File: config.mk
export PLATFORM = sky130hd
export DESIGN_NAME = uart_seq_ctrl
export DESIGN_NICKNAME = d
export VERILOG_FILES = /design/src/logic/uart_seq_pkg.sv /design/src/logic/rx_pin_sync.sv /design/src/logic/uart_seq_ctrl.sv
export SDC_FILE = /design/constraint.sdc
export NUM_CORES = 1
export LEC_CHECK = 0
export ABC_CLOCK_PERIOD_IN_PS = 6300
export BUFFER_PORTS_ARGS = -buffer_cell sky130_fd_sc_hd__buf_2
export CORE_ASPECT_RATIO = 0.5
export CORE_MARGIN = 10
export CORE_UTILIZATION = 54
export CTS_CLUSTER_SIZE = 12
export DETAILED_ROUTE_END_ITERATION = 7
export PLACE_DENSITY = 0.84
export SETUP_SLACK_MARGIN = 0.4
export SLEW_MARGIN = 40
export SYNTH_ARGS = -nofsm -noshare
export SYNTH_HDL_FRONTEND = slang
export SYNTH_SLANG_ARGS = --single-unit
File: constraint.sdc
create_clock -name aclk -period 6.3 [get_ports aclk]
set_clock_uncertainty 0.15 [all_clocks]
set_input_delay 1.89 -clock aclk [delete_from_list [all_inputs] [get_ports aclk]]
set_output_delay 1.89 -clock aclk [all_outputs]
set_load 0.02 [all_outputs]
File: src/logic/uart_seq_pkg.sv
`default_nettype none
package uart_seq_pkg;
  // Register byte offsets
  localparam logic [7:0] OFS_OP_MODE = 8'h00;
  localparam logic [7:0] OFS_BAUD = 8'h04;
  localparam logic [7:0] OFS_TX = 8'h08;
  localparam logic [7:0] OFS_RXBUF = 8'h0c;
  localparam logic [7:0] OFS_RXERR = 8'h10;
  localparam logic [7:0] OFS_IRQ_STAT = 8'h14;
  localparam logic [7:0] OFS_IRQ_MASK = 8'h18;

  // Reset values
  localparam logic [7:0] OP_MODE_RST = 8'h00;
  localparam logic [15:0] BAUD_DIV_RST = 16'h043d;
  localparam logic [2:0] IRQ_MASK_RST = 3'h0;
  localparam logic [31:0] TX_IDLE_WORD = 32'h0000_0000;

  localparam logic [1:0] RESP_OKAY = 2'h0;
  localparam logic [1:0] RESP_SLVERR = 2'h2;

  // Mode register layout, bit 7 down to bit 0
  typedef struct packed {
    logic power;
    logic tx_en;
    logic rx_en;
    logic tx_inv;
    logic tx_stop2;
    logic [2:0] rsvd;
  } op_mode_t;

  typedef struct packed {
    logic frame;
    logic overrun;
  } rx_err_t;

  typedef struct packed {
    logic err;
    logic rx;
    logic tx;
  } irq_t;

  typedef enum logic [2:0] {
    TX_IDLE = 3'b000,
    TX_START = 3'b001,
    TX_DATA = 3'b010,
    TX_STOP1 = 3'b011,
    TX_STOP2 = 3'b100
  } tx_state_t;

  typedef enum logic [1:0] {
    RX_IDLE = 2'b00,
    RX_START = 2'b01,
    RX_DATA = 2'b10,
    RX_STOP = 2'b11
  } rx_state_t;
endpackage : uart_seq_pkg
`default_nettype wire

File: src/logic/rx_pin_sync.sv
`timescale 1ns/1ps
`default_nettype none
module rx_pin_sync (
  input wire logic aclk,
  input wire logic aresetn,
  input wire logic pin,
  output logic level
);
  typedef struct packed {
    logic s1;
    logic s2;
    logic s3;
    logic lvl;
  } sync_state_t;

  sync_state_t q;
  sync_state_t d;

  always_comb begin
    d = q;
    d.s1 = pin;
    d.s2 = q.s1;
    d.s3 = q.s2;
    // Accept a change only once two stages agree
    if (q.s2 == q.s3) begin
      d.lvl = q.s3;
    end
    if (!aresetn) begin
      d = 4'hf;
    end
  end

  always_ff @(posedge aclk) begin
    q <= d;
  end

  assign level = q.lvl;
endmodule : rx_pin_sync
`default_nettype wire

File: src/logic/uart_seq_ctrl.sv
// Behaviour
// RQ1: Software clears transmit and receive enables before clearing power.
// RQ2: Software sets power first, then transmit or receive enable.
// RQ3: Byte sent raises completion interrupt; writes while sending are ignored.
// RQ4: Error flags clear on status read followed by receive buffer read.
// RQ5: Frame arriving with error pending flags overrun; status stays set.
// RQ6: Receiver checks only one stop bit, ignores any second.
// RQ7: Inversion option inverts transmit line only, never receive.
// RQ8: Logic keeps running normally whenever its clock runs.
// RQ9: Without clock all registers and transmit pin hold their value.
// RQ10: After clock resumes software rewrites power and enables to zero.
// RQ11: Both sides keep baud error within the partner's tolerance.
// RQ12: Power, transmit enable, receive enable sit at mode bits 7, 6, 5.
// RQ13: On overrun the new byte is discarded, buffer unchanged.
`timescale 1ns/1ps
`default_nettype none
module uart_seq_ctrl #(
  parameter int ADDR_W = 8,
  parameter int BAUD_W = 16
) (
  input wire logic aclk,
  input wire logic aresetn,
  input wire logic [ADDR_W-1:0] awaddr,
  input wire logic awvalid,
  output logic awready,
  input wire logic [31:0] wdata,
  input wire logic [3:0] wstrb,
  input wire logic wvalid,
  output logic wready,
  output logic [1:0] bresp,
  output logic bvalid,
  input wire logic bready,
  input wire logic [ADDR_W-1:0] araddr,
  input wire logic arvalid,
  output logic arready,
  output logic [31:0] rdata,
  output logic [1:0] rresp,
  output logic rvalid,
  input wire logic rready,
  input wire logic serial_in_pin,
  output logic serial_out_pin,
  output logic irq
);
  typedef struct packed {
    logic aw_got;
    logic [ADDR_W-1:0] aw_addr;
    logic w_got;
    logic [31:0] wdata;
    logic [3:0] wstrb;
    logic awready;
    logic wready;
    logic bvalid;
    logic [1:0] bresp;
    logic arready;
    logic rvalid;
    logic [31:0] rdata;
    logic [1:0] rresp;
    uart_seq_pkg::op_mode_t mode;
    logic [BAUD_W-1:0] baud_div;
    uart_seq_pkg::irq_t irq_stat;
    uart_seq_pkg::irq_t irq_mask;
    logic irq;
    uart_seq_pkg::tx_state_t tx_st;
    logic [BAUD_W-1:0] tx_cnt;
    logic [2:0] tx_bit;
    logic [7:0] tx_data;
    logic serial_out;
    uart_seq_pkg::rx_state_t rx_st;
    logic [BAUD_W-1:0] rx_cnt;
    logic [2:0] rx_bit;
    logic [7:0] rx_shift;
    logic [7:0] rx_buf;
    logic rx_full;
    uart_seq_pkg::rx_err_t rx_err;
    logic err_armed;
  } state_t;
  state_t q;
  state_t d;
  logic rx_lvl;
  logic wr_fire;
  logic rd_fire;
  logic tx_on;
  logic rx_on;
  logic rx_done_ev;
  logic [31:0] merged;
  function automatic logic is_reg(logic [ADDR_W-1:0] a, logic [7:0] ofs);
    return a[ADDR_W-1:2] == (ADDR_W-2)'(ofs >> 2);
  endfunction : is_reg
  function automatic logic mapped(logic [ADDR_W-1:0] a);
    return is_reg(a, uart_seq_pkg::OFS_OP_MODE) || is_reg(a, uart_seq_pkg::OFS_BAUD) ||
           is_reg(a, uart_seq_pkg::OFS_TX) || is_reg(a, uart_seq_pkg::OFS_RXBUF) ||
           is_reg(a, uart_seq_pkg::OFS_RXERR) || is_reg(a, uart_seq_pkg::OFS_IRQ_STAT) ||
           is_reg(a, uart_seq_pkg::OFS_IRQ_MASK);
  endfunction : mapped
  function automatic logic [31:0] merge(logic [31:0] old, logic [31:0] nw, logic [3:0] strb);
    logic [31:0] r;
    r = old;
    for (int i = 0; i < 4; i++) begin
      if (strb[i]) begin
        r[i*8 +: 8] = nw[i*8 +: 8];
      end
    end
    return r;
  endfunction : merge
  function automatic state_t reset_state();
    state_t s;
    s = '0;
    s.mode = uart_seq_pkg::op_mode_t'(uart_seq_pkg::OP_MODE_RST);
    s.baud_div = BAUD_W'(uart_seq_pkg::BAUD_DIV_RST);
    s.irq_mask = uart_seq_pkg::irq_t'(uart_seq_pkg::IRQ_MASK_RST);
    s.tx_st = uart_seq_pkg::TX_IDLE;
    s.rx_st = uart_seq_pkg::RX_IDLE;
    s.serial_out = 1'b1;
    return s;
  endfunction : reset_state
  rx_pin_sync u_rx_sync (
    .aclk(aclk),
    .aresetn(aresetn),
    .pin(serial_in_pin),
    .level(rx_lvl)
  );
  assign wr_fire = q.aw_got & q.w_got & ~q.bvalid;
  assign rd_fire = q.arready & arvalid;
  assign tx_on = q.mode.power & q.mode.tx_en;
  assign rx_on = q.mode.power & q.mode.rx_en;
  assign rx_done_ev = rx_on && q.rx_st == uart_seq_pkg::RX_STOP && q.rx_cnt == '0;
  always_comb begin
    d = q;
    merged = '0;
    if (q.awready && awvalid) begin
      d.aw_got = 1'b1;
      d.aw_addr = awaddr;
    end
    if (q.wready && wvalid) begin
      d.w_got = 1'b1;
      d.wdata = wdata;
      d.wstrb = wstrb;
    end
    if (q.bvalid && bready) begin
      d.bvalid = 1'b0;
    end
    if (wr_fire) begin
      d.aw_got = 1'b0;
      d.w_got = 1'b0;
      d.bvalid = 1'b1;
      d.bresp = mapped(q.aw_addr) ? uart_seq_pkg::RESP_OKAY : uart_seq_pkg::RESP_SLVERR;
      if (is_reg(q.aw_addr, uart_seq_pkg::OFS_OP_MODE)) begin
        merged = merge({24'h00_0000, q.mode}, q.wdata, q.wstrb);
        d.mode = uart_seq_pkg::op_mode_t'(merged[7:0]); // RQ12
        d.mode.rsvd = '0;
      end
      if (is_reg(q.aw_addr, uart_seq_pkg::OFS_BAUD)) begin
        merged = merge(32'(q.baud_div), q.wdata, q.wstrb);
        d.baud_div = merged[BAUD_W-1:0];
      end
      if (is_reg(q.aw_addr, uart_seq_pkg::OFS_IRQ_MASK)) begin
        merged = merge({29'h0, q.irq_mask}, q.wdata, q.wstrb);
        d.irq_mask = uart_seq_pkg::irq_t'(merged[2:0]);
      end
      if (is_reg(q.aw_addr, uart_seq_pkg::OFS_TX) && q.wstrb[0] && tx_on &&
          q.tx_st == uart_seq_pkg::TX_IDLE) begin // RQ3
        d.tx_data = q.wdata[7:0];
        d.tx_st = uart_seq_pkg::TX_START;
        d.tx_cnt = q.baud_div - 1'b1;
      end
    end
    if (q.rvalid && rready) begin
      d.rvalid = 1'b0;
    end
    if (rd_fire) begin
      d.rvalid = 1'b1;
      d.rresp = mapped(araddr) ? uart_seq_pkg::RESP_OKAY : uart_seq_pkg::RESP_SLVERR;
      d.rdata = '0;
      if (is_reg(araddr, uart_seq_pkg::OFS_OP_MODE)) begin
        d.rdata = {24'h00_0000, q.mode};
      end
      if (is_reg(araddr, uart_seq_pkg::OFS_BAUD)) begin
        d.rdata = 32'(q.baud_div);
      end
      if (is_reg(araddr, uart_seq_pkg::OFS_TX)) begin
        d.rdata = uart_seq_pkg::TX_IDLE_WORD | 32'(q.tx_st != uart_seq_pkg::TX_IDLE);
      end
      if (is_reg(araddr, uart_seq_pkg::OFS_RXERR)) begin
        d.rdata = {30'h0, q.rx_err};
        if (q.rx_err != '0) begin
          d.err_armed = 1'b1; // RQ4
        end
      end
      if (is_reg(araddr, uart_seq_pkg::OFS_RXBUF)) begin
        d.rdata = {24'h00_0000, q.rx_buf};
        d.rx_full = 1'b0;
        if (q.err_armed) begin
          d.rx_err = '0; // RQ4
          d.err_armed = 1'b0;
        end
      end
      if (is_reg(araddr, uart_seq_pkg::OFS_IRQ_STAT)) begin
        d.rdata = {29'h0, q.irq_stat};
        d.irq_stat = '0;
      end
      if (is_reg(araddr, uart_seq_pkg::OFS_IRQ_MASK)) begin
        d.rdata = {29'h0, q.irq_mask};
      end
    end
    if (!tx_on) begin
      d.tx_st = uart_seq_pkg::TX_IDLE; // RQ1
    end else if (q.tx_st != uart_seq_pkg::TX_IDLE) begin
      if (q.tx_cnt != '0) begin
        d.tx_cnt = q.tx_cnt - 1'b1;
      end else begin
        d.tx_cnt = q.baud_div - 1'b1;
        case (q.tx_st)
          uart_seq_pkg::TX_START: begin
            d.tx_st = uart_seq_pkg::TX_DATA;
            d.tx_bit = '0;
          end
          uart_seq_pkg::TX_DATA: begin
            d.tx_data = {1'b0, q.tx_data[7:1]};
            d.tx_bit = q.tx_bit + 1'b1;
            if (q.tx_bit == 3'h7) begin
              d.tx_st = uart_seq_pkg::TX_STOP1;
            end
          end
          uart_seq_pkg::TX_STOP1: begin
            if (q.mode.tx_stop2) begin
              d.tx_st = uart_seq_pkg::TX_STOP2;
            end else begin
              d.tx_st = uart_seq_pkg::TX_IDLE;
              d.irq_stat.tx = 1'b1; // RQ3
            end
          end
          uart_seq_pkg::TX_STOP2: begin
            d.tx_st = uart_seq_pkg::TX_IDLE;
            d.irq_stat.tx = 1'b1; // RQ3
          end
          default: begin
            d.tx_st = uart_seq_pkg::TX_IDLE;
          end
        endcase
      end
    end
    // Line level from next state; pin holds while clock stands
    case (d.tx_st)
      uart_seq_pkg::TX_START: d.serial_out = 1'b0 ^ d.mode.tx_inv; // RQ7
      uart_seq_pkg::TX_DATA: d.serial_out = d.tx_data[0] ^ d.mode.tx_inv; // RQ7
      default: d.serial_out = 1'b1 ^ d.mode.tx_inv; // RQ9
    endcase
    // Receiver on the synchronised, never inverted line
    if (!rx_on) begin
      d.rx_st = uart_seq_pkg::RX_IDLE; // RQ1
    end else begin
      case (q.rx_st)
        uart_seq_pkg::RX_IDLE: begin
          if (!rx_lvl) begin
            d.rx_st = uart_seq_pkg::RX_START;
            d.rx_cnt = q.baud_div >> 1;
          end
        end
        uart_seq_pkg::RX_START: begin
          if (q.rx_cnt != '0) begin
            d.rx_cnt = q.rx_cnt - 1'b1;
          end else if (rx_lvl) begin
            d.rx_st = uart_seq_pkg::RX_IDLE;
          end else begin
            d.rx_st = uart_seq_pkg::RX_DATA;
            d.rx_cnt = q.baud_div - 1'b1;
            d.rx_bit = '0;
          end
        end
        uart_seq_pkg::RX_DATA: begin
          if (q.rx_cnt != '0) begin
            d.rx_cnt = q.rx_cnt - 1'b1;
          end else begin
            d.rx_cnt = q.baud_div - 1'b1;
            d.rx_shift = {rx_lvl, q.rx_shift[7:1]};
            d.rx_bit = q.rx_bit + 1'b1;
            if (q.rx_bit == 3'h7) begin
              d.rx_st = uart_seq_pkg::RX_STOP;
            end
          end
        end
        uart_seq_pkg::RX_STOP: begin
          if (q.rx_cnt != '0) begin
            d.rx_cnt = q.rx_cnt - 1'b1;
          end else begin
            d.rx_st = uart_seq_pkg::RX_IDLE; // RQ6
            if (d.rx_full || d.rx_err != '0) begin
              d.rx_err.overrun = 1'b1; // RQ5
              d.irq_stat.err = 1'b1;
            end else begin
              d.rx_buf = q.rx_shift; // RQ13
              d.rx_full = 1'b1;
              d.irq_stat.rx = 1'b1;
              if (!rx_lvl) begin
                d.rx_err.frame = 1'b1;
                d.irq_stat.err = 1'b1;
              end
            end
          end
        end
        default: begin
          d.rx_st = uart_seq_pkg::RX_IDLE;
        end
      endcase
    end
    d.irq = |(d.irq_stat & d.irq_mask);
    d.awready = ~d.aw_got & ~d.bvalid;
    d.wready = ~d.w_got & ~d.bvalid;
    d.arready = ~d.rvalid;
    if (!aresetn) begin
      d = reset_state();
    end
  end
  always_ff @(posedge aclk) begin
    q <= d; // RQ8
  end
  assign awready = q.awready;
  assign wready = q.wready;
  assign bvalid = q.bvalid;
  assign bresp = q.bresp;
  assign arready = q.arready;
  assign rvalid = q.rvalid;
  assign rdata = q.rdata;
  assign rresp = q.rresp;
  assign serial_out_pin = q.serial_out;
  assign irq = q.irq;
endmodule : uart_seq_ctrl
`default_nettype wire

# Word level (Yosys, flattened, before mapping)
# Index checks and enable logic that the tools add are counted.
# totals
register_bits,191
# classes
n_reduce_logical,42
n_mux,80
addsub,5
eq_ne,32
bitwise_logic,18
# op_table
operator,count
$mux W32,6
$mux W16,5
$pmux W18 S4,1
$mux W19,3
$mux W8,6
$sub A16 B1 Y16 const B,3
$mux W3,15
$mux W37,1
$eq A6 B3 Y1 const B,6
$mux W35,1
$reduce_bool A16 Y1,2
$mux W30,1
$mux W27,1
$eq A6 B2 Y1 const B,4
$mux W11,2
$mux W2,11
$mux W21,1
$mux W18,1
$mux W1,15
$logic_or A1 B1 Y1,13
$eq A6 B1 Y1 const B,2
$logic_not A6 Y1,2
$ne A2 B2 Y1 const B,6
$pmux W3 S2,2
other kinds (28),67

# Depth between registers and ports, before layout
# Gate-level depths: netlist of run 1.
# depth
depth_word,14
mapped_depth,11

# Cells and area by module
# Synthesis of run 1 repeated with hierarchy kept, for this count alone.
# unflattened
cells_unflattened,966
hier_area_um2,7719.9
# by_module_without_submodules
mod,seq_area_each_um2,area_each_um2,cells_each,instances
uart_seq_ctrl,2982.9,7607.3,956,1
rx_pin_sync,80.1,112.6,10,1

# Worst setup path after synthesis of run 1
# OpenSTA, ideal clock, no wires.
# synth_timing
path_type,input -> register
start,input araddr[5]
end,"register q, in the netlist irq"
required_time_ps,6068
n_path_buf,1
path_slack_ps,2375
cell_stages,8
setup_time_ps,82
t_arrival_ps,3693
cell_sequence,or3_1 > nor3_1 > nand2_1 > o22a_1 > clkbuf_1 > nor2_4 > a21oi_1 > o221ai_1
# synth_via
elab_chain_cells,11
elab_cells_between_ends,21
classes_between,eq/ne (2); mux (15); bitwise (1); reduce/logical (3)
# synth_lines
element,line,source
from (decl),uart_seq_ctrl.sv:33,"input wire logic [ADDR_W-1:0] araddr,"
$eq A6 B2 Y1,uart_seq_ctrl.sv:87,return a[ADDR_W-1:2] == (ADDR_W-2)'(ofs >> 2);
$mux W4,uart_seq_ctrl.sv:189,"if (is_reg(araddr, uart_seq_pkg::OFS_RXBUF)) begin"
$mux W4,uart_seq_ctrl.sv:170,if (rd_fire) begin
$reduce_bool A2 Y1,uart_seq_ctrl.sv:287,if (d.rx_full || d.rx_err != '0) begin
$logic_or A1 B1 Y1,uart_seq_ctrl.sv:287,
$mux W1,uart_seq_ctrl.sv:287,
$mux W2,uart_seq_ctrl.sv:283,if (q.rx_cnt != '0) begin
$mux W2,uart_seq_ctrl.sv:252,case (q.rx_st)
$mux W2,uart_seq_ctrl.sv:249,if (!rx_on) begin
$and A3 B3 Y3 *,uart_seq_ctrl.sv:306,d.irq = |(d.irq_stat & d.irq_mask);
$reduce_or A3 Y1 *,uart_seq_ctrl.sv:306,
to (signal assigned),uart_seq_ctrl.sv:315,q <= d;
to (decl),uart_seq_ctrl.sv:77,state_t q;
# Mark *: on every way between the ends. The rest lies on a longest branch, timed or not.
# A chain may end at the register's enable or synchronous reset.

# Worst setup path in the final report of run 1
# layout_timing
start,input arvalid
end,register q[1] (netlist name)
# layout_via
elab_chain_cells,8
# layout_lines
element,line,source
from (decl),uart_seq_ctrl.sv:34,"input wire logic arvalid,"
$and A1 B1 Y1 *,uart_seq_ctrl.sv:123,assign rd_fire = q.arready & arvalid;
$mux W4 *,uart_seq_ctrl.sv:170,
$reduce_bool A2 Y1,uart_seq_ctrl.sv:287,
$logic_or A1 B1 Y1,uart_seq_ctrl.sv:287,
$mux W1,uart_seq_ctrl.sv:287,
$mux W3,uart_seq_ctrl.sv:283,
$mux W3,uart_seq_ctrl.sv:252,
$mux W3 *,uart_seq_ctrl.sv:249,
# Marks and branches as above.

==> results of run 1 <==
## cells by family (layout without fill, tap and decap cells)
logic type | count (synthesis) | in the layout | synth area share [%]
flops | 153 | 153 | 39.95
simple gates | 374 | 374 | 22.96
fa+ha+maj | 10 | 10 | 1.648
compound gates | 233 | 233 | 19.19
other cells | 1 | 18 | 0.04891
mux | 52 | 52 | 6.821
xor+xnor | 17 | 17 | 1.942
buf+inv | 110 | 114 | 7.441
## power by group
part / internal (mW) / switching [mW] / total (mW)
logic: 0.0272 / 0.0622 / 0.0894
clock network: 0.523 / 0.440 / 0.963
registers: 0.980 / 0.0112 / 0.991
total: 1.53 / 0.514 / 2.04
## registers in the layout (all words and copies together) (netlist names), named ones only
signal	flops
q	123
u_rx_sync.level	1
bresp	1
serial_out_pin	1
arready	1
awready	1
bvalid	1
u_rx_sync.q	3
rresp	1
rdata	16
rvalid	1
irq	1
wready	1
## cell type report
cell class / instances / area [um2] / share of cell area [%]
timing repair buffer: 67 / 360.3 / 4.300
sequential: 153 / 3063 / 36.55
clock buffer: 18 / 439.2 / 5.241
multi-input combinational: 704 / 4104 / 48.98
inverter: 16 / 60.06 / 0.7167
clock inverter: 13 / 112.6 / 1.344
tap: 192 / 240.2 / 2.867
## Yosys cell counts (3+ instances only)
| cell type | number | area share [%] |
|---|---|---|
| a211o_1 | 3 | 0.34 |
| a211oi_1 | 14 | 1.4 |
| a21oi_1 | 90 | 5.9 |
| a221oi_1 | 3 | 0.34 |
| a22oi_1 | 16 | 1.6 |
| a31oi_1 | 10 | 0.82 |
| a32oi_1 | 4 | 0.46 |
| and2_1 | 7 | 0.57 |
| and3_1 | 7 | 0.57 |
| buf_1 | 4 | 0.20 |
| buf_2 | 5 | 0.33 |
| buf_4 | 36 | 3.5 |
| clkbuf_1 | 46 | 2.3 |
| dfxtp_1 | 153 | 40 |
| ha_1 | 9 | 1.5 |
| inv_1 | 16 | 0.78 |
| mux2i_1 | 50 | 6.5 |
| nand2_1 | 119 | 5.8 |
| nand2b_1 | 10 | 0.82 |
| nand3_1 | 28 | 1.8 |
| nand3b_1 | 3 | 0.29 |
| nand4_1 | 4 | 0.33 |
| nor2_1 | 113 | 5.5 |
| nor2b_1 | 4 | 0.33 |
| nor3_1 | 23 | 1.5 |
| nor3b_1 | 5 | 0.49 |
| nor4_1 | 11 | 0.90 |
| nor4b_1 | 3 | 0.34 |
| o21ai_0 | 40 | 2.6 |
| o221ai_1 | 10 | 1.1 |
| o22ai_1 | 10 | 0.82 |
| o311ai_0 | 3 | 0.34 |
| o31ai_1 | 6 | 0.59 |
| or2_2 | 4 | 0.33 |
| or3_1 | 14 | 1.1 |
| or4_1 | 8 | 0.78 |
| xnor2_1 | 9 | 1.0 |
| xor2_1 | 8 | 0.91 |
## critical path, cell delays in order
cell,delay [ns]
buf_2,0.08
nand2_1,0.44
nor3_1,0.44
nand2_1,0.14
o22a_1,0.36
o31ai_1,0.50
a21oi_1,0.07
## per-stage QoR
stage | area, um2 | utilization [%] | cells
floorplan | 7731 | - | 967
global placement | 7821 | 56.93 | 1132
detailed placement | 7828 | 56.98 | 1132
CTS | 8379 | 60.99 | 1163
global route | 8379 | 60.99 | 1163
finish | 8379 | 60.99 | 1163
## routing by layer
layer / global-route usage (%) / wire length, um / part of all wire, %
met1: 26.20 / 8953 / 43
met2: 33.22 / 9669 / 47
met3: 3.581 / 1656 / 8.0
met4: 8.446 / 510 / 2.5
met5: 0 / 0 / 0
## cell usage in the layout, fill, tap and decap left out, types with 15 or more instances in the layout
master,Yosys,layout
a21oi_1,90,90
a22oi_1,16,16
buf_2,5,62
clkbuf_16,0,17
conb_1,1,18
dfxtp_1,153,153
inv_1,16,15
mux2i_1,50,50
nand2_1,119,119
nand3_1,28,28
nor2_1,113,113
nor3_1,23,23
o21ai_0,40,40
## path summary, 6_finish.rpt
kind / end / slack, ns / from / cells after the start
worst max-delay path: q[1] / 2.52 / arvalid / 7
worst max register to register: serial_out_pin / 2.95 / q[53] / 9
worst min register to register: u_rx_sync.q[2] / 0.27 / u_rx_sync.q[3] / 1
worst min-delay path: u_rx_sync.q[2] / 0.27 / u_rx_sync.q[3] / 1
==> out/qor.yml, run 1 <==
run_status:
  outcome: "finished, final reports clean"
drt:
  drc: 0
  finalWirelength_um: 20790
  drt_iter0_drc: 1036
  avgViaCountPerCell: 6.069
  postRouteAntennaNets: 0
  drt_pass1_iterations: 6
  vias: 7058
  wl_per_cell_um: 17.88
cells_and_area:
  layout-drive-gt1-share_pct: 12.26
  fin_nets: 1028
  nFillCells: 1178
  num_antenna_cells: 0
  area_delta_synth_final_pct: 9.285
logic_synthesis:
  synth-seq-cells: 153
  synth_seq_area_share_pct: 39.95
  yosysUniqueCellTypes: 70
  synthArstFlopShare_pct: 0
  synth_flop_cell: "dfxtp_1"
  synth_edf_count: 0
  syn_area_per_cell_um2: 8.071
  synth_area_um2: 7667
  synthCells: 950
  ys_warn_count: 0
timing:
  timing.final.max_slew_violations: 0
  maxSlewHeadroom_pct: 44.17
  whs_ns: 0.2652
  finalHoldViolCount: 0
  fin_crit_sh_pct: 59.92
  period_needed_ns: 3.775
  worst_slack_ns: 2.525
  rsz0062_at_grt: "false"
  finalSetupViolations: 0
  worst_pin_slew_ns: 0.8344
  fmax_mhz: 264.9
  fin_tns_setup_ns: 0
grt:
  gr-total-overflow: 0
  track_usage_pct: 20.45
  grt_pass1_vias: 6671
  grt_pass1_wl_um: 33650
  grt_max_degree: 77
  antenna_found_initial: 0
setup_path:
  required_ns: 6.45
  cp-end-kind: "register"
  path_class: "input port to register"
  cp-start-kind: "input port"
  crit_arrival_ns: 3.93
  crit_path_max_fanout: 20
clock_network:
  cts_resized: 0
  cts.reportedPaths.clkPinSlew_ns: 0.07
  numCtsBuffers: 17
  cts_sinks: 153
  clockBufferDepth: 2
  h-tree-depth: 4
  holdBufCountCts: 0
  clk_root_buffer_cell: "clkbuf_16"
  cts_setup_buffers: 0
  insertion_delay_ns: 0.43
  cts_tree: "yes"
run:
  max-cap-violations: 0
power:
  power_density_nw_per_um2: 243.9
  p_leak_nw: 3.433
  ir_drop_mv: 0.1256
  total_power_mw: 2.044
worst_hold_path:
  hold_class: "register to register"
placement:
  place_ws_ns: 2.183
  hpwlAfterDp_um: 14540
  place_congestion: 0.9454
  portBuffers: 62
die:
  fp.dieW_um: 188.5
  die_h_um: 104.3
  core_um2: 13740
  rows: 30
  start_util_pct: 55.81
  die_area_um2: 19650
  io_pins: 103
Power figures use the tool's default switching activity.
==> inputs of run 2 (changes only) <==
Settings changed: ABC_CLOCK_PERIOD_IN_PS 6300 to 3150, CORE_UTILIZATION 54 to 52, PLACE_DENSITY 0.84 to 0.85.
Clock period 6.3 ns to 3.15 ns, I/O delays scaled along.
==> out/qor.yml, run 2 (synthesized netlist as in run 1, its figures left out) <==
grt:
  globalRoute.busiestLayer: "met2"
  grt_pass1_vias: 7018  # +5.2%
  met2_usage_pct: 34.06  # +0.84 points
  grt_max_degree: 32  # -58%
  track_usage_pct: 21.13  # +0.68 points
  gr-total-overflow: 0  # unchanged
  grt_pass1_wl_um: 35280  # +4.8%
  grt_util_met1_pct: 27.01  # +0.81 points
  antenna_found_initial: 0  # unchanged
  met3_usage_pct: 4.243  # +0.66 points
setup_path:
  crit_path_max_fanout: 7  # -65%
  cp-start-kind: "register"
  crit_arrival_ns: 2.90  # -1.03 ns
  cp-end-kind: "register"
  required_ns: 3.32  # -3.13 ns
  path_class: "register to register"
timing:
  worst_pin_slew_ns: 0.7014  # -0.1330 ns
  rsz0062_at_grt: "true"
  timing.final.max_slew_violations: 0  # unchanged
  whs_ns: 0.2588  # -0.006408 ns
  worst_slack_ns: 0.4130  # -2.112 ns
  period_needed_ns: 2.737
  fin_crit_sh_pct: 86.89
  fmax_mhz: 365.4
  finalSetupViolations: 0  # unchanged
  fin_tns_setup_ns: 0  # unchanged
  finalHoldViolCount: 0  # unchanged
  maxSlewHeadroom_pct: 53.24  # +9.1 points
clock_network:
  holdBufCountCts: 0  # unchanged
  clockBufferDepth: 2  # unchanged
  clk_root_buffer_cell: "clkbuf_16"
  h-tree-depth: 4  # unchanged
  numCtsBuffers: 17  # unchanged
  cts_tree: "yes"
  cts_sinks: 153  # unchanged
  insertion_delay_ns: 0.43  # about the same
  cts.reportedPaths.clkPinSlew_ns: 0.07  # about the same
drt:
  finalWirelength_um: 22870  # +10%
  postRouteAntennaNets: 0  # unchanged
  drt_iter0_drc: 1380  # +33%
  drt_pass1_iterations: 7  # +1
  avgViaCountPerCell: 6.255  # +3.1%
  vias: 7625  # +8.0%
  drc: 0  # unchanged
  wl_per_cell_um: 18.76  # +4.9%
die:
  die_h_um: 105.9  # +1.5%
  rows: 31  # +3.3%
  io_pins: 103  # unchanged
  core_um2: 14470  # +5.3%
  die_area_um2: 20300  # +3.3%
  fp.dieW_um: 191.7  # +1.7%
  start_util_pct: 53.00  # -2.8 points
placement:
  postPlaceCellArea_um2: 8114  # +3.7%
  portBuffers: 62  # unchanged
  place_ws_ns: 0.2295  # -1.953 ns
  hpwlAfterDp_um: 15700  # +7.9%
  place_congestion: 0.9774  # +3.4%
  placed_cells: 1174  # +3.7%
worst_hold_path:
  hold_class: "register to register"
cells_and_area:
  largest_register: "q"
  layout_commonest_cell: "dfxtp_1"
  final_cell_count_no_fill: 1219  # +4.8%
  num_antenna_cells: 0  # unchanged
  nFillCells: 1112  # -5.6%
  largest_reg_flops: 123  # unchanged
  layout-drive-gt1-share_pct: 19.10  # +6.8 points
  fin_nets: 1077  # +4.8%
  area_delta_synth_final_pct: 16.63
  fin_area_um2: 8942  # +6.7%
  final_cell_mix: "dfxtp_1, nand2_1, nor2_1"
power:
  power_density_nw_per_um2: 472.2  # +94%
  p_leak_nw: 3.734  # +8.8%
  ir_drop_mv: 0.2690  # +110%
run_status:
  outcome: "finished, final reports clean"
run:
  max-cap-violations: 0  # unchanged
[run 2: power by group]
| group | internal [mW] | total, mW | leakage [nW] | switching [mW] |
|---|---|---|---|---|
| logic | 0.0628 | 0.197 | 2.21 | 0.134 |
| clock network | 1.14 | 2.04 | 0.283 | 0.902 |
| registers | 1.96 | 1.98 | 1.24 | 0.0222 |
| total | 3.16 | 4.22 | 3.73 | 1.06 |
[run 2: per-layer routing]
layer | vias up | wire (um)
met5 | - | 0
met4 | 0 | 711
met3 | 94 | 2244
met2 | 477 | 10510
met1 | 3588 | 9401
li1 | 3466 | -
[run 2: cell type report]
type	count	area (um2)	area share [%]
inverters	16	62.56	0.6996
repair buffers	114	713.2	7.975
well taps	198	247.7	2.770
clock buffers	18	439.2	4.911
multi-input cells	706	4254	47.57
clock inverters	14	155.1	1.735
flip-flops and latches	153	3070	34.34
[run 2: metrics by stage]
step / utilization [%] / power (mW)
2_1_floorplan: - / 2.163
3_3_place_gp: 56.08 / 2.210
3_5_place_dp: 56.08 / 2.217
4_1_cts: 60.80 / 4.228
5_1_grt: 61.81 / 4.332
6_report: 61.81 / 4.223
[run 2: repair_timing]
action,CTS,global route
gates cloned,1,2
setup buffers,5,5
setup endpoints to repair,24,35
resized for setup,9,27
pin swaps,6,6
[run 2: critical path, cell delays in order (launching register included)]
cell,delay (ns)
dfxtp_1,0.32
or3_1,0.40
or4_4,0.48
or3_4,0.41
or3_4,0.43
buf_4,0.20
o21ai_1,0.14
a21oi_1,0.09
[run 2: final timing paths]
kind	end	cells after the start	slack, ns	start
worst min register to register	u_rx_sync.q[2]	1	0.26	u_rx_sync.q[3]
worst max register to register	q[9]	7	0.41	q[32]
worst max-delay path	q[9]	7	0.41	q[32]
worst min-delay path	u_rx_sync.q[2]	1	0.26	u_rx_sync.q[3]
==> inputs of run 3 (changes only) <==
--- a/config.mk
+++ b/config.mk
@@ -10,8 +10,8 @@
 export CORE_ASPECT_RATIO = 0.5
 export CORE_MARGIN = 10
-export CORE_UTILIZATION = 52
+export CORE_UTILIZATION = 40
 export CTS_CLUSTER_SIZE = 12
 export DETAILED_ROUTE_END_ITERATION = 7
-export PLACE_DENSITY = 0.85
+export PLACE_DENSITY = 0.7
 export SETUP_SLACK_MARGIN = 0.4
 export SLEW_MARGIN = 40
==> constraint.sdc (replaced) <==
create_clock -name aclk -period 3.15 [get_ports aclk]
set_clock_uncertainty 0.15 [all_clocks]
set_input_delay 0.315 -clock aclk [delete_from_list [all_inputs] [get_ports aclk]]
set_output_delay 0.315 -clock aclk [all_outputs]
set_load 0.02 [all_outputs]
==> out/qor.yml, run 3 (synthesized netlist as in run 1, its figures left out) <==
die:
  io_pins: 103  # unchanged
  core_um2: 18610  # +29%
  start_util_pct: 41.20  # -12 points
  fp.dieW_um: 215.8  # +13%
  die_h_um: 117.9  # +11%
  rows: 35  # +13%
  die_area_um2: 25440  # +25%
cells_and_area:
  final_cell_count_no_fill: 1301  # +6.7%
  fin_nets: 1097  # +1.9%
  layout-drive-gt1-share_pct: 18.73  # -0.37 points
  largest_register: "q"
  largest_reg_flops: 123  # unchanged
  final_cell_mix: "dfxtp_1, nand2_1, nor2_1"
  layout_commonest_cell: "dfxtp_1"
  area_delta_synth_final_pct: 20.69
timing:
  worst_slack_ns: 0.4147  # +0.001681 ns
  worst_pin_slew_ns: 0.7618  # +0.06042 ns
  timing.final.max_slew_violations: 0  # unchanged
  rsz0062_at_grt: "true"
  finalHoldViolCount: 0  # unchanged
  fin_crit_sh_pct: 86.83  # about the same
  whs_ns: 0.001469  # -0.2573 ns
  period_needed_ns: 2.735  # -0.001681 ns
  maxSlewHeadroom_pct: 49.14  # -4.1 points
  fin_tns_setup_ns: 0  # unchanged
  fmax_mhz: 365.6  # about the same
  finalSetupViolations: 0  # unchanged
worst_hold_path:
  hold_path_depth: 3  # +2
  holdPathEnd: "q[184]"
  holdCritStartpoint: "awaddr[3]"
  hold_class: "input port to register"
setup_path:
  crit_chain: "or3_4 -> or4_4 -> or3_4 -> buf_6 -> maj3_4 -> a221oi_2 -> o21bai_1"
  cp-start-kind: "register"
  required_ns: 3.31  # about the same
  max_stage_delay_ns: 0.48  # about the same
  r2r_cells: 7  # unchanged
  path_class: "register to register"
  crit_top_cell: "or3_4"
  cp_top_family: "simple AND/OR/NAND/NOR gates"
  crit_path_max_fanout: 6  # -1
  path_buf_inv: 1  # unchanged
  crit_arrival_ns: 2.90  # about the same
  crit_path_top_delay_cell: "or3_4"
  worstReg2RegStart: "q[31]"
  worstReg2RegEnd: "q[31]"
  regToRegSetupSlack_ns: 0.41  # about the same
  cp-end-kind: "register"
grt:
  grt_max_degree: 36  # +13%
  gr-total-overflow: 0  # unchanged
  track_usage_pct: 17.30  # -3.8 points
  grt_pass1_vias: 6739  # -4.0%
  grt_pass1_wl_um: 36410  # +3.2%
  antenna_found_initial: 1  # +1
clock_network:
  numCtsBuffers: 17  # unchanged
  cts_tree: "yes"
  cts.reportedPaths.clkPinSlew_ns: 0.07  # about the same
  cts_sinks: 153  # unchanged
  insertion_delay_ns: 0.43  # about the same
  clockBufferDepth: 2  # unchanged
  h-tree-depth: 4  # unchanged
  clk_root_buffer_cell: "clkbuf_16"
power:
  switching_share_pct: 25.46  # +0.40 points
  internal_power_mw: 3.162  # about the same
  clockPowerShare_pct: 48.3  # about the same
  p_leak_nw: 3.831  # +2.6%
  power_density_nw_per_um2: 458.4  # -2.9%
  p_seq_share_pct: 46.7  # -0.2 points
  comb_power_share_pct: 5.0  # +0.3 points
  p_sw_mw: 1.080  # +2.1%
  ir_drop_mv: 0.3686  # +37%
drt:
  drt_pass1_iterations: 6  # -1
  vias: 7448  # -2.3%
  wl_per_cell_um: 17.70  # -5.6%
  drt_iter0_drc: 906  # -34%
  finalWirelength_um: 23030  # +0.73%
  avgViaCountPerCell: 5.725  # -8.5%
  drc: 0  # unchanged
  postRouteAntennaNets: 0  # unchanged
run_status:
  outcome: "finished, final reports clean"
placement:
  portBuffers: 62  # unchanged
  placed_cells: 1229  # +4.7%
  place_ws_ns: 0.2064  # -0.02307 ns
  hpwlAfterDp_um: 15710  # about the same
  place_congestion: 0.9515  # -2.6%
run:
  max-cap-violations: 0  # unchanged
## run 3: per-layer routing
metal	vias to the layer above	wire, um	GRT usage, %
met1	3547	9996	22.64
li1	3513	-	-
met2	343	10730	28.35
met3	45	1815	2.925
met5	-	0	0
met4	0	491	5.291
## run 3: per-stage QoR
step,power (mW),utilization [%],instance area [um2]
global placement,2.205,43.64,8122
global route,4.371,49.72,9254
floorplan,2.162,-,7766
CTS,4.255,49.03,9125
finish,4.242,49.72,9254
detailed placement,2.209,43.64,8122
## run 3: worst reg2reg max path: stages, from the launching register on
cell and delay [ns]:
dfxtp_2 0.32, or3_4 0.38, or4_4 0.44, or3_4 0.48, buf_6 0.16, maj3_4 0.36
a221oi_2 0.25, o21bai_1 0.08
## run 3: how the worst max path moves through the flow
stage / cells after the start / startpoint / to
after floorplan: 10 / q[32] / q[31]
after global placement: 7 / q[25] / irq
after detailed placement: 7 / q[25] / irq
after CTS: 8 / q[31] / q[9]
after global routing: 7 / q[31] / q[28]
final: 7 / q[31] / q[31]
## run 3: repair_timing
item | in CTS | in global routing
pin swaps | 15 | 12
resized for setup | 16 | 27
endpoints found under the hold margin | 24 | 0
gates cloned | 2 | 1
hold buffers | 24 | 0
buffers inserted | 10 | 2
setup endpoints to repair | 24 | 38
## run 3: area by class of cell
cell class,instances,area [um2]
Multi-Input combinational cell,706,4287
Sequential cell,153,3065
Clock buffer,18,429.2
Antenna cell,1,2.502
Timing Repair Buffer,134,924.6
Fill cell,1734,9358
Clock inverter,14,161.4
Inverter,16,60.06
Tap cell,259,324.1
## run 3: power groups by stage
stage          Combinational (mW)  Sequential [mW]  Clock (mW)
4_1_cts                     0.206             1.98        2.07
3_3_place_gp                0.180             2.03           0
6_report                    0.211             1.98        2.05
2_1_floorplan               0.139             2.02           0
5_1_grt                     0.231             1.98        2.16
3_5_place_dp                0.182             2.03           0
